$ cat config.mk
export PLATFORM = sky130hd
export DESIGN_NAME = pmr_core
export DESIGN_NICKNAME = d
export VERILOG_FILES = /design/src/shared/pmr_pkg.sv /design/src/logic/pmr_avg.sv /design/src/logic/pmr_core.sv
export SDC_FILE = /design/constraint.sdc
export NUM_CORES = 2
export LEC_CHECK = 0
export BUFFER_PORTS_ARGS = -buffer_cell sky130_fd_sc_hd__buf_4
export CORE_MARGIN = 2
export CORE_UTILIZATION = 40
export CTS_CLUSTER_DIAMETER = 40
export DETAILED_ROUTE_END_ITERATION = 12
export HOLD_SLACK_MARGIN = 0.02
export PLACE_DENSITY_LB_ADDON = 0.25
export REMOVE_ABC_BUFFERS = 1
export SLEW_MARGIN = 25
export SYNTH_ARGS = -nofsm -noshare
export SYNTH_HDL_FRONTEND = slang
export SYNTH_SLANG_ARGS = --single-unit
$ cat constraint.sdc
create_clock -name clk_sys_i -period 11.5 [get_ports clk_sys_i]
set_input_delay 1.15 -clock clk_sys_i [delete_from_list [all_inputs] [get_ports clk_sys_i]]
set_output_delay 1.15 -clock clk_sys_i [all_outputs]
set_load 0.02 [all_outputs]
$ cat src/shared/pmr_pkg.sv
package pmr_pkg;

    // Register port geometry
    localparam int ADDR_W = 8;
    localparam int DATA_W = 24;

    // Register offsets
    localparam logic [ADDR_W-1:0] ADDR_CFG   = 8'h00;
    localparam logic [ADDR_W-1:0] ADDR_CAL   = 8'h01;
    localparam logic [ADDR_W-1:0] ADDR_SHUNT = 8'h04;
    localparam logic [ADDR_W-1:0] ADDR_BUS   = 8'h05;
    localparam logic [ADDR_W-1:0] ADDR_TEMP  = 8'h06;
    localparam logic [ADDR_W-1:0] ADDR_CUR   = 8'h07;
    localparam logic [ADDR_W-1:0] ADDR_PWR   = 8'h08;
    localparam logic [ADDR_W-1:0] ADDR_MAKER = 8'h3E;

    // Identity value; arbitrary neutral code
    localparam logic [15:0] MAKER_ID = 16'h4D50;

    // Field widths and positions
    localparam int CFG_W    = 8;
    localparam int CAL_W    = 15;
    localparam int RES_W    = 16;
    localparam int BUS_W    = 15;
    localparam int TEMP_W   = 12;
    localparam int TEMP_LSB = 4;
    localparam int PWR_W    = 24;
    localparam int ACC_W    = 27;
    localparam int CNT_W    = 11;
    localparam int SHF_W    = 4;
    localparam int TMR_W    = 32;

    // Scaling of the derived results
    localparam int CUR_SHIFT = 11;
    localparam int PWR_SHIFT = 6;

    // Clock rate; one microsecond is CLK_MHZ cycles
    localparam int CLK_MHZ = 250;

    typedef enum logic [1:0] {CH_SHUNT, CH_BUS, CH_TEMP} pmr_chan_e;

    typedef struct packed {
        pmr_chan_e         chan;
        logic [RES_W-1:0]  data;
    } pmr_sample_s;

    // Config register layout, bit 0 upward: run, range, conv time, averaging
    typedef struct packed {
        logic [2:0] avg_code;
        logic [2:0] conv_code;
        logic       shunt_range_select;
        logic       run;
    } pmr_cfg_s;

    localparam pmr_cfg_s CFG_RESET = 8'h00;

    // Conversion time in microseconds per code
    function automatic int unsigned conv_us(input logic [2:0] code);
        case (code)
            3'h0:    conv_us = 50;
            3'h1:    conv_us = 84;
            3'h2:    conv_us = 150;
            3'h3:    conv_us = 280;
            3'h4:    conv_us = 540;
            3'h5:    conv_us = 1052;
            3'h6:    conv_us = 2074;
            default: conv_us = 4120;
        endcase
    endfunction

    // Averaging count as a power of two: 1,4,16,64,128,256,512,1024
    function automatic logic [SHF_W-1:0] avg_shift(input logic [2:0] code);
        case (code)
            3'h0:    avg_shift = 4'h0;
            3'h1:    avg_shift = 4'h2;
            3'h2:    avg_shift = 4'h4;
            3'h3:    avg_shift = 4'h6;
            3'h4:    avg_shift = 4'h7;
            3'h5:    avg_shift = 4'h8;
            3'h6:    avg_shift = 4'h9;
            default: avg_shift = 4'hA;
        endcase
    endfunction

endpackage

$ cat src/logic/pmr_avg.sv
`timescale 1ns/100ps
module pmr_avg
    import pmr_pkg::*;
(
    input  wire logic                    clk_sys_i,
    input  wire logic                    arst_n_i,
    input  wire logic                    clr_i,
    input  wire logic [SHF_W-1:0]        shift_i,
    input  wire logic                    smp_valid_i,
    input  wire logic signed [RES_W-1:0] smp_i,
    output logic                         avg_valid_o,
    output logic signed [RES_W-1:0]      avg_o
);

    logic signed [ACC_W-1:0] acc_r, acc_nxt, acc_sum;
    logic [CNT_W-1:0]        cnt_r, cnt_nxt;
    logic                    vld_nxt;
    logic signed [RES_W-1:0] avg_nxt;

    // Sum samples; a power-of-two count lets an arithmetic shift divide
    always_comb
    begin
        acc_sum = acc_r + ACC_W'(smp_i);
        acc_nxt = acc_r;
        cnt_nxt = cnt_r;
        vld_nxt = 1'b0;
        avg_nxt = avg_o;
        if (clr_i)
        begin
            acc_nxt = '0;
            cnt_nxt = '0;
        end
        else if (smp_valid_i)
        begin
            if ((cnt_r + CNT_W'(1)) == (CNT_W'(1) << shift_i))
            begin
                avg_nxt = RES_W'(acc_sum >>> shift_i);
                vld_nxt = 1'b1;
                acc_nxt = '0;
                cnt_nxt = '0;
            end
            else
            begin
                acc_nxt = acc_sum;
                cnt_nxt = cnt_r + CNT_W'(1);
            end
        end
    end

    always_ff @(posedge clk_sys_i or negedge arst_n_i)
    begin
        if (!arst_n_i)
        begin
            acc_r       <= '0;
            cnt_r       <= '0;
            avg_valid_o <= 1'b0;
            avg_o       <= '0;
        end
        else
        begin
            acc_r       <= acc_nxt;
            cnt_r       <= cnt_nxt;
            avg_valid_o <= vld_nxt;
            avg_o       <= avg_nxt;
        end
    end

endmodule

$ cat src/logic/pmr_core.sv
`timescale 1ns/100ps
// Functional notes
// - Read-only fixed maker identity, writes ignored
// - Range bit: clear 5 uV, set 1.25 uV
// - Shunt result is 16-bit signed
// - Bus result non-negative, 3.125 mV steps
// - Temperature 12-bit signed, 125 mdegC steps
// - Current recomputed after each shunt result
// - Zero calibration forces zero current
// - Power is 24-bit, 0.2 current step
// - Selectable conversion time, 50 us to 4120 us, and averaging, 1 to 1024 samples
module pmr_core
    import pmr_pkg::*;
#(
    parameter int unsigned US_CYCLES = CLK_MHZ
)
(
    input  wire logic              clk_sys_i,
    input  wire logic              arst_n_i,
    input  wire logic [ADDR_W-1:0] addr_i,
    input  wire logic [DATA_W-1:0] wr_data_i,
    input  wire logic              wr_en_i,
    input  wire logic              rd_en_i,
    output logic [DATA_W-1:0]      rd_data_o,
    input  wire logic              adc_valid_i,
    input  wire pmr_sample_s       adc_smp_i,
    output logic                   conv_start_o,
    output pmr_chan_e              conv_chan_o,
    output logic                   adc_range_o
);

    typedef enum logic [1:0] {ST_IDLE, ST_START, ST_CONV} pmr_state_e;

    // Saturate a signed value to the 16-bit current range
    function automatic logic signed [RES_W-1:0] sat_res(input logic signed [31:0] v);
        if (v > 32'sd32767)
            sat_res = 16'h7FFF;
        else if (v < -32'sd32768)
            sat_res = 16'h8000;
        else
            sat_res = RES_W'(v);
    endfunction

    pmr_cfg_s                cfg_r, cfg_nxt;
    logic [CAL_W-1:0]        cal_r, cal_nxt;
    logic signed [RES_W-1:0] shunt_r, shunt_nxt;
    logic [BUS_W-1:0]        bus_r, bus_nxt;
    logic signed [TEMP_W-1:0] temp_r, temp_nxt;
    logic signed [RES_W-1:0] cur_r, cur_nxt;
    logic [PWR_W-1:0]        pwr_r, pwr_nxt;
    logic                    cur_pend_r, cur_pend_nxt;
    logic                    pwr_pend_r, pwr_pend_nxt;
    logic [DATA_W-1:0]       rd_data_nxt;
    pmr_state_e              state_r, state_nxt;
    logic [TMR_W-1:0]        tmr_r, tmr_nxt;
    pmr_chan_e               chan_nxt;
    logic                    start_nxt;
    logic                    avg_clr;
    logic                    avg_v [3];
    logic signed [RES_W-1:0] avg_d [3];
    logic signed [31:0]      cur_prod;
    logic [RES_W:0]          cur_mag;
    logic [31:0]             pwr_prod;
    logic [31:0]             pwr_scaled;

    // A config write restarts averaging so no mean mixes two settings
    assign avg_clr = wr_en_i && (addr_i == ADDR_CFG);

    // One averager per measured channel
    for (genvar ch = 0; ch < 3; ch++)
    begin : g_avg
        pmr_avg u_avg (
            .clk_sys_i   (clk_sys_i),
            .arst_n_i    (arst_n_i),
            .clr_i       (avg_clr),
            .shift_i     (avg_shift(cfg_r.avg_code)),
            .smp_valid_i (adc_valid_i && (adc_smp_i.chan == pmr_chan_e'(ch))),
            .smp_i       (adc_smp_i.data),
            .avg_valid_o (avg_v[ch]),
            .avg_o       (avg_d[ch])
        );
    end

    // Conversion sequencer: start, wait the selected time, next channel
    always_comb
    begin
        state_nxt = state_r;
        tmr_nxt   = tmr_r;
        chan_nxt  = conv_chan_o;
        unique case (state_r)
            ST_IDLE:
            begin
                if (cfg_r.run)
                    state_nxt = ST_START;
            end
            ST_START:
            begin
                tmr_nxt   = TMR_W'(conv_us(cfg_r.conv_code) * US_CYCLES);
                state_nxt = ST_CONV;
            end
            ST_CONV:
            begin
                tmr_nxt = tmr_r - TMR_W'(1);
                if (tmr_r <= TMR_W'(1))
                begin
                    chan_nxt  = (conv_chan_o == CH_TEMP) ? CH_SHUNT
                                : pmr_chan_e'(conv_chan_o + 2'h1);
                    state_nxt = cfg_r.run ? ST_START : ST_IDLE;
                end
            end
            // Two-bit state has one unused code; fall back to idle
            default: state_nxt = ST_IDLE;
        endcase
        start_nxt = (state_nxt == ST_START);
    end

    always_ff @(posedge clk_sys_i or negedge arst_n_i)
    begin
        if (!arst_n_i)
        begin
            state_r      <= ST_IDLE;
            tmr_r        <= '0;
            conv_chan_o  <= CH_SHUNT;
            conv_start_o <= 1'b0;
        end
        else
        begin
            state_r      <= state_nxt;
            tmr_r        <= tmr_nxt;
            conv_chan_o  <= chan_nxt;
            conv_start_o <= start_nxt;
        end
    end

    // Current and power arithmetic; the power uses the last bus result
    always_comb
    begin
        cur_prod   = 32'(shunt_r) * $signed({1'b0, cal_r});
        cur_mag    = cur_r[RES_W-1] ? (RES_W+1)'(-(RES_W+1)'(cur_r)) : (RES_W+1)'(cur_r);
        pwr_prod   = 32'(cur_mag) * 32'(bus_r);
        pwr_scaled = pwr_prod >> PWR_SHIFT;
    end

    // Register writes and result updates
    always_comb
    begin
        cfg_nxt      = cfg_r;
        cal_nxt      = cal_r;
        shunt_nxt    = shunt_r;
        bus_nxt      = bus_r;
        temp_nxt     = temp_r;
        cur_nxt      = cur_r;
        pwr_nxt      = pwr_r;
        cur_pend_nxt = 1'b0;
        pwr_pend_nxt = 1'b0;
        if (wr_en_i)
        begin
            // Identity and results ignore writes
            if (addr_i == ADDR_CFG)
                cfg_nxt = pmr_cfg_s'(wr_data_i[CFG_W-1:0]);
            else if (addr_i == ADDR_CAL)
                cal_nxt = wr_data_i[CAL_W-1:0];
        end
        if (avg_v[CH_SHUNT])
        begin
            shunt_nxt    = avg_d[CH_SHUNT];
            cur_pend_nxt = 1'b1;
        end
        if (avg_v[CH_BUS])
            bus_nxt = avg_d[CH_BUS][RES_W-1] ? '0 : avg_d[CH_BUS][BUS_W-1:0];
        if (avg_v[CH_TEMP])
            temp_nxt = avg_d[CH_TEMP][RES_W-1:TEMP_LSB];
        if (cur_pend_r)
        begin
            // Zero calibration must give zero even if the product were odd
            cur_nxt      = (cal_r == '0) ? '0
                           : sat_res(cur_prod >>> CUR_SHIFT);
            pwr_pend_nxt = 1'b1;
        end
        if (pwr_pend_r)
            pwr_nxt = (pwr_scaled > 32'(24'hFFFFFF)) ? 24'hFFFFFF
                      : pwr_scaled[PWR_W-1:0];
    end

    // Read mux; data stand only in the cycle after the strobe
    always_comb
    begin
        rd_data_nxt = '0;
        if (rd_en_i)
        begin
            case (addr_i)
                ADDR_CFG:   rd_data_nxt = DATA_W'(cfg_r);
                ADDR_CAL:   rd_data_nxt = DATA_W'(cal_r);
                ADDR_SHUNT: rd_data_nxt = DATA_W'($unsigned(shunt_r));
                ADDR_BUS:   rd_data_nxt = DATA_W'(bus_r);
                ADDR_TEMP:  rd_data_nxt = DATA_W'({temp_r, 4'h0});
                ADDR_CUR:   rd_data_nxt = DATA_W'($unsigned(cur_r));
                ADDR_PWR:   rd_data_nxt = pwr_r;
                ADDR_MAKER: rd_data_nxt = DATA_W'(MAKER_ID);
                default:    rd_data_nxt = '0;
            endcase
        end
    end

    always_ff @(posedge clk_sys_i or negedge arst_n_i)
    begin
        if (!arst_n_i)
        begin
            cfg_r       <= CFG_RESET;
            cal_r       <= '0;
            shunt_r     <= '0;
            bus_r       <= '0;
            temp_r      <= '0;
            cur_r       <= '0;
            pwr_r       <= '0;
            cur_pend_r  <= 1'b0;
            pwr_pend_r  <= 1'b0;
            rd_data_o   <= '0;
            adc_range_o <= 1'b0;
        end
        else
        begin
            cfg_r       <= cfg_nxt;
            cal_r       <= cal_nxt;
            shunt_r     <= shunt_nxt;
            bus_r       <= bus_nxt;
            temp_r      <= temp_nxt;
            cur_r       <= cur_nxt;
            pwr_r       <= pwr_nxt;
            cur_pend_r  <= cur_pend_nxt;
            pwr_pend_r  <= pwr_pend_nxt;
            rd_data_o   <= rd_data_nxt;
            adc_range_o <= cfg_nxt.shunt_range_select;
        end
    end

    // Checks on the documented behaviour
    AST_MAKER_ID: assert property (@(posedge clk_sys_i) disable iff (!arst_n_i)
        rd_en_i && (addr_i == ADDR_MAKER) |=> rd_data_o == DATA_W'(MAKER_ID))
        else $error("identity read wrong");

    AST_RANGE_OUT: assert property (@(posedge clk_sys_i) disable iff (!arst_n_i)
        wr_en_i && (addr_i == ADDR_CFG) |=> adc_range_o == $past(wr_data_i[1]))
        else $error("range select not applied");

    AST_SHUNT_LOAD: assert property (@(posedge clk_sys_i) disable iff (!arst_n_i)
        avg_v[CH_SHUNT] |=> shunt_r == $past(avg_d[CH_SHUNT]))
        else $error("shunt result not loaded");

    AST_BUS_NONNEG: assert property (@(posedge clk_sys_i) disable iff (!arst_n_i)
        avg_v[CH_BUS] && avg_d[CH_BUS][RES_W-1] |=> bus_r == '0)
        else $error("bus result negative");

    AST_TEMP_FMT: assert property (@(posedge clk_sys_i) disable iff (!arst_n_i)
        rd_en_i && (addr_i == ADDR_TEMP) |=> rd_data_o == DATA_W'({$past(temp_r), 4'h0}))
        else $error("temperature low bits set");

    AST_CUR_AFTER: assert property (@(posedge clk_sys_i) disable iff (!arst_n_i)
        avg_v[CH_SHUNT] |=> ##1
        cur_r == (($past(cal_r) == '0) ? '0
                  : sat_res((32'($past(shunt_r)) * $signed({1'b0, $past(cal_r)})) >>> CUR_SHIFT)))
        else $error("current not updated after shunt");

    AST_CUR_ZERO: assert property (@(posedge clk_sys_i) disable iff (!arst_n_i)
        cur_pend_r && (cal_r == '0) |=> cur_r == '0)
        else $error("current nonzero with zero calibration");

    AST_PWR_FOLLOW: assert property (@(posedge clk_sys_i) disable iff (!arst_n_i)
        avg_v[CH_SHUNT] |=> cur_pend_r ##1 pwr_pend_r)
        else $error("power not computed after current");

    AST_CONV_GAP: assert property (@(posedge clk_sys_i) disable iff (!arst_n_i)
        conv_start_o |=> !conv_start_o [*2])
        else $error("conversions too close");

    AST_PWR_SAT: assert property (@(posedge clk_sys_i) disable iff (!arst_n_i)
        pwr_pend_r |=> 32'(pwr_r) == (($past(pwr_scaled) > 32'h00FFFFFF) ? 32'h00FFFFFF
                                      : $past(pwr_scaled)))
        else $error("power wrapped");

endmodule

---- After elaboration in Yosys (flattened, before gate mapping) ----
Cells that the tools add are included.
storage, ports and cells
  output and inout bits ................... 28
  bits of input ports ..................... 55
  logic and storage cells ................. 145
  flip-flop bits (word level) ............. 334
cells by class
  order comparisons ....................... 4
  bitwise operators ....................... 2
  multiply operators ...................... 3
  reductions and logical operators ........ 20
  multiplexer cells ....................... 46
  shifts and indexed selects .............. 4
  add/sub/neg operators ................... 9
  equality and inequality tests ........... 28
operators with widths
  operator                                                                           count
  27-bit two-way mux                                                                 9
  24-bit one-hot mux with 8 select lines                                             1
  11-bit two-way mux                                                                 9
  13-bit one-hot mux with 7 select lines                                             1
  27-bit by 16-bit adder with 27-bit output                                          3
  27-bit by 4-bit >>> shifter with 16-bit output                                     3
  32-bit one-hot mux with 2 select lines                                             1
  16-bit two-way mux                                                                 3
  24-bit two-way mux                                                                 2
  11-bit by 1-bit adder with 11-bit output, second input constant                    3
  11-bit == test                                                                     3
  8-bit by 3-bit == test with 1-bit output, second input constant                    4
  32-bit by 1-bit <= comparator with 1-bit output, second input constant             1
  16-bit by 16-bit multiplier with 32-bit output                                     1
  17-bit by 15-bit multiplier with 32-bit output                                     1
  32-bit by 7-bit multiplier with 31-bit output, second input constant               1
  32-bit two-way mux                                                                 1
  32-bit by 1-bit subtractor with 32-bit output, second input constant               1
  4-bit one-hot mux with 7 select lines                                              1
  26-bit by 24-bit greater-than comparator with 1-bit output, second input constant  1
  21-bit by 16-bit greater-than comparator with 1-bit output, second input constant  1
  21-bit by 16-bit < comparator with 1-bit output, second input constant             1
  3-bit == test, second input constant                                               6
  17-bit two-way mux                                                                 1
  other kinds (23)                                                                   57

---- Logic depth before layout (Yosys ltp) ----
  depth in word-level cells ............... 7
  depth in mapped cells ................... 32
  mapped depth without buffers ............ 30

---- Modules after synthesis ----
A second synthesis with hierarchy kept.
unflattened totals
  cell total of the unflattened synthesis .. 5005
  area total of the unflattened synthesis .. 44214.9 um2
modules (own cells, without submodules)
  module                         area an instance (um2)  seq. area each (um2)  cells an instance  instances
  pmr_core                       27166.1                 4229.1                2925               1
  pmr_avg at g_avg[1].u_avg ...  5753.0                  1376.3                715                2
  pmr_avg at g_avg[0].u_avg      5542.8                  1376.3                650                1

---- Worst setup path after synthesis ----
OpenSTA, ideal clock, no wires.
  kind .................................... reg-to-reg
  start ................................... register cur_r[4]
  end ..................................... register pwr_r[23]
  arrival time ............................ 8.041 ns
  setup slack ............................. 3.359 ns
  period minus slack after synthesis ...... 8.141 ns
  buffers on the path ..................... 1
  stages on the path, launching flop included .. 30
  cell sequence ........................... dfrtp_1 > clkbuf_1 > or4_1 > or4_1 > or3_1 > o21ai_0 > xor2_1 > nor2_1 > fa_1 > inv_1 > fa_1 > inv_1 > fa_1 > fa_1 > fa_1 > inv_1 > fa_1 > inv_1 > ha_1 > a21o_1 > a21o_1 > a21oi_1 > o21ai_0 > a21oi_2 > o21ai_4 > o41ai_2 > o22ai_1 > o21ai_0 > a211oi_1 > a311oi_1
on the way
  word-level cells in the longest chain between the ends .. 5
ends and longest elaborated chain
  what                                                        RTL line         source
  start, declared                                             pmr_core.sv:49   logic signed [RES_W-1:0] cur_r, cur_nxt;
  start signal, assigned                                      pmr_core.sv:228  cur_r <= cur_nxt;
  16-bit negator with 17-bit output                           pmr_core.sv:139  cur_mag = cur_r[RES_W-1] ? (RES_W+1)'(-(RES_W+1)'(cur_r)) : (RES_W+1)'(cur_r);
  17-bit two-way mux (*)                                      pmr_core.sv:139
  17-bit by 15-bit multiplier with 32-bit output (*)          pmr_core.sv:140  pwr_prod = 32'(cur_mag) * 32'(bus_r);
  26-bit by 24-bit greater-than comparator with 1-bit output  pmr_core.sv:181  pwr_nxt = (pwr_scaled > 32'(24'hFFFFFF)) ? 24'hFFFFFF
  24-bit two-way mux (*)                                      pmr_core.sv:181
  end signal, assigned                                        pmr_core.sv:229  pwr_r <= pwr_nxt;
  end, declared                                               pmr_core.sv:50   logic [PWR_W-1:0] pwr_r, pwr_nxt;
Every way passes the cells marked *; elsewhere a longest branch is shown, timed or not.
A chain may end at the register's enable or synchronous reset.

---- Final worst setup path ----
  start ................................... register cur_r[6]
  end ..................................... register pwr_r[23]
The elaborated chain is that of the path after synthesis.

==> results.json <==
{
  "finalSetupViolations": 0,
  "crit_reg_reg_startpoint": "cur_r[6]$_DFFE_PN0P_",
  "detail_route.wirelength_um": 117700,
  "cts-hold-fix-buffers": 0,
  "fp.coreArea_um2": 99710,
  "p_leak_nw": 21.45,
  "ys.warnings.count": 0,
  "io_buffers": 73,
  "all_layer_gr_usage_pct": 23.30,
  "worst-slew-pin-transition_ns": 1.081,
  "synth_cell_type_count": 90,
  "grt.met1_usage_pct": 31.97,
  "grt_pass1_wl_um": 188300,
  "vias_per_inst": 5.538,
  "syn-cell-area_um2": 40040,
  "finalMaxSlewViolations": 0,
  "power_density_nw_per_um2": 157.0,
  "initial_utilization_pct": 40.15,
  "floorplan.rows": 116,
  "hpwl_um": 87460,
  "placed_cells": 5805,
  "yosys.cell_count.top_type": "sky130_fd_sc_hd__inv_1",
  "arrival_ns": 9.70,
  "dp_slack_ns": 2.378,
  "postSynth.asyncResetShare_pct": 100.0,
  "hold_path_class": "primary input to async pin",
  "die_area_um2": 102600,
  "synth.area.top_cells": "sky130_fd_sc_hd__fa_1 23%, sky130_fd_sc_hd__dfrtp_1 20%, sky130_fd_sc_hd__ha_1 9.6%, sky130_fd_sc_hd__inv_1 6.1%, sky130_fd_sc_hd__nand2_1 4.9%",
  "final_critical_path_setup_slack_ns": 2.338,
  "critPathLaunchType": "flop",
  "cts_tree": "built",
  "slew_headroom_pct": 27.92,
  "place_congestion": 0.9247,
  "drt-initial-drc-count": 2834,
  "totalNegativeSetupSlack_ns": 0,
  "num_vias": 32890,
  "grt_pass1_vias": 33140,
  "stdcell_area_um2": 44380,
  "final_core_utilization_pct": 44.51,
  "cts.sink_count": 327,
  "multiInputGateArea_um2": 28670,
  "globalRoute.busiestLayer": "met2",
  "final.period_utilization_pct": 79.67,
  "status": "completed",
  "max_stage_delay_ns": 0.62,
  "critPathBufInv": 4,
  "crit_family": "adder cells",
  "fp.dieH_um": 320.4,
  "post-route-drc-count": 0,
  "postSynthRegisterBits": 327,
  "finish.cell_count_without_fillers": 5938,
  "detail_route.first_pass.iterations": 6,
  "seq_area_frac_synth_pct": 20.44,
  "die_width_um": 320.4,
  "report.final.hold_viol_count": 0,
  "path_clk_slew_ns": 0.05,
  "type_of_element_capturing_the_critical_path": "flop",
  "cts.path.max_buffers": 3,
  "cts-buffers-inserted": 72,
  "worst_setup_path_startpoint": "cur_r[6]$_DFFE_PN0P_",
  "grt_antenna_before_repair": 2,
  "insertion_delay_ns": 0.67,
  "routedWlPerCell_um": 19.81,
  "dpl_cell_area_um2": 41890,
  "critPathKind": "flop to flop",
  "worstPathMaxFanout": 25,
  "gate_count_post_synth": 4577,
  "post_route_cells_drive_above_1_share_pct": 7.739,
  "crit_path_frequent_cell": "sky130_fd_sc_hd__fa_1",
  "final.min_clock_period_ns": 9.162,
  "overflow": 0,
  "cts_htree_levels": 3,
  "yosysTopAreaCellShare_pct": 23.00,
  "io-pin-count": 83,
  "globalRouteMet3Util_pct": 5.083,
  "cts_root_buf": "sky130_fd_sc_hd__clkbuf_16",
  "critPathRequiredTime_ns": 12.04,
  "filler_cell_count": 9757,
  "synth_top_flop_cell": "sky130_fd_sc_hd__dfrtp_1",
  "num-nets-final": 5405,
  "sequential_cell_area_um2": 8187,
  "skew_ns": 0.05599,
  "synth_enable_flop_cells": 0,
  "groute.layer.met2.usage_pct": 36.29,
  "synth.top_cells.by_count": "647 x sky130_fd_sc_hd__inv_1, 519 x sky130_fd_sc_hd__nand2_1, 460 x sky130_fd_sc_hd__fa_1",
  "cap_violations": 0,
  "slowest_stage": "sky130_fd_sc_hd__or4_1",
  "layout-area-overhead-vs-synth_pct": 10.84,
  "cts_repair_resize_count": 0,
  "maximum_number_of_pins_on_one_net_before_global_route_repair": 151,
  "synth_top_cell_by_area": "sky130_fd_sc_hd__fa_1",
  "cts_post_setup_buffers_inserted": 0,
  "rsz0062_at_grt": "no",
  "number_of_nets_with_antenna_violations_after_detailed_routing": 0,
  "max_freq_mhz": 109.1,
  "syn-mean-instance-area_um2": 8.747,
  "ir_drop_v": 0.0001246
}
[kinds of logic (layout without fill, tap and decap cells)]
| group | after synthesis | in the layout | share of synthesized area [%] |
|---|---|---|---|
| other cells | 2 | 20 | 0.01876 |
| compound gates | 956 | 956 | 15.96 |
| flops | 327 | 327 | 20.44 |
| buf+inv | 864 | 909 | 8.181 |
| fa+ha+maj | 768 | 768 | 32.63 |
| mux | 102 | 102 | 2.981 |
| simple gates | 1372 | 1372 | 15.72 |
| xor+xnor | 186 | 186 | 4.069 |
[layout make-up]
type | instances | share of cell area [%]
clock inverters | 40 | 1.046
inverters | 650 | 5.498
diodes | 1 | 0.005639
well taps | 1298 | 3.660
flip-flops and latches | 327 | 18.45
multi-input cells | 3403 | 64.61
clock buffers | 91 | 4.469
repair buffers | 128 | 2.264
[report_power, final]
| part | internal [mW] | switching, mW |
|---|---|---|
| combinational | 1.24 | 2.02 |
| sequential | 1.40 | 0.219 |
| clock | 1.33 | 0.763 |
| total | 3.97 | 3.00 |
[per-layer routing]
layer | vias up | wire length [um]
li1 | 15230 | -
met1 | 16340 | 52120
met2 | 1074 | 52380
met3 | 237 | 9058
met4 | 4 | 4079
met5 | - | 23
[cell usage in the layout (no fill, tap or decap), types with 35 or more instances in the layout]
| cell | netlist | layout |
|---|---|---|
| sky130_fd_sc_hd__o21a_1 | 35 | 35 |
| sky130_fd_sc_hd__and2_1 | 143 | 142 |
| sky130_fd_sc_hd__o21ai_0 | 244 | 244 |
| sky130_fd_sc_hd__nor3_1 | 40 | 39 |
| sky130_fd_sc_hd__fa_1 | 460 | 460 |
| sky130_fd_sc_hd__dfrtp_1 | 327 | 324 |
| sky130_fd_sc_hd__xor2_1 | 54 | 54 |
| sky130_fd_sc_hd__mux2i_1 | 36 | 36 |
| sky130_fd_sc_hd__nor2_1 | 384 | 381 |
| sky130_fd_sc_hd__clkbuf_16 | 0 | 72 |
| sky130_fd_sc_hd__mux2_2 | 58 | 58 |
| sky130_fd_sc_hd__a22o_1 | 58 | 58 |
| sky130_fd_sc_hd__ha_1 | 308 | 308 |
| sky130_fd_sc_hd__nand3_1 | 65 | 65 |
| sky130_fd_sc_hd__inv_1 | 647 | 647 |
| sky130_fd_sc_hd__nand2_1 | 519 | 519 |
| sky130_fd_sc_hd__a21oi_1 | 180 | 180 |
| sky130_fd_sc_hd__a31oi_1 | 44 | 44 |
| sky130_fd_sc_hd__and3_1 | 44 | 44 |
| sky130_fd_sc_hd__a21o_1 | 69 | 69 |
| sky130_fd_sc_hd__buf_4 | 2 | 124 |
| sky130_fd_sc_hd__xnor2_1 | 132 | 132 |
| sky130_fd_sc_hd__a211oi_1 | 42 | 42 |
[state kept, by name, summed over array words and instances (netlist names), 3 cells and up]
signal	flops
cur_r	16
g_avg.u_avg.cnt_r	33
pwr_r	24
cal_r	15
temp_r	12
g_avg.u_avg.avg_valid_o	3
g_avg.u_avg.avg_o	44
g_avg.u_avg.acc_r	78
shunt_r	16
tmr_r	32
cfg_r	8
bus_r	15
rd_data_o	24
[per-stage QoR]
stage                     hold WS, ns  power, mW
final                          0.3814      6.965
after global routing           0.3893      7.453
after CTS                      0.4422      6.937
after detailed placement       0.4295      4.801
after global placement         0.4319      4.770
after floorplan                0.3956      3.908
[worst reg2reg max path, cell delays in order (launching register included)]
cell	delay, ns
sky130_fd_sc_hd__dfrtp_1	0.46
sky130_fd_sc_hd__or4_1	0.62
sky130_fd_sc_hd__or4_1	0.47
sky130_fd_sc_hd__or3_1	0.39
sky130_fd_sc_hd__o31ai_1	0.39
sky130_fd_sc_hd__xor2_1	0.62
sky130_fd_sc_hd__nor2_1	0.15
sky130_fd_sc_hd__fa_1	0.57
sky130_fd_sc_hd__inv_1	0.06
sky130_fd_sc_hd__fa_1	0.53
sky130_fd_sc_hd__inv_1	0.05
sky130_fd_sc_hd__fa_1	0.48
sky130_fd_sc_hd__fa_1	0.52
sky130_fd_sc_hd__fa_1	0.54
sky130_fd_sc_hd__inv_1	0.06
sky130_fd_sc_hd__fa_1	0.53
sky130_fd_sc_hd__inv_1	0.04
sky130_fd_sc_hd__ha_1	0.33
sky130_fd_sc_hd__a21o_1	0.18
sky130_fd_sc_hd__a21oi_1	0.18
sky130_fd_sc_hd__o21ai_0	0.17
sky130_fd_sc_hd__a21oi_2	0.29
sky130_fd_sc_hd__o21ai_4	0.15
sky130_fd_sc_hd__and2_1	0.20
sky130_fd_sc_hd__nor2_1	0.08
sky130_fd_sc_hd__o32a_2	0.60
sky130_fd_sc_hd__nor2_1	0.09
sky130_fd_sc_hd__a311oi_1	0.28
[final timing paths]
kind	endpoint	slack (ns)	cells past startpoint
setup / recovery	pwr_r[23]$_DFFE_PN0P_	2.34	27
hold / removal	cur_r[3]$_DFFE_PN0P_	0.38	1
setup reg to reg	pwr_r[23]$_DFFE_PN0P_	2.34	27
hold reg to reg	pwr_pend_r$_DFF_PN0_	0.44	0
max in group asynchronous	g_avg[2].u_avg.acc_r[16]$_DFFE_PN0P_	9.47	3
min in group clk_sys_i	pwr_pend_r$_DFF_PN0_	0.44	0
(Power assumes the default switching activity.)
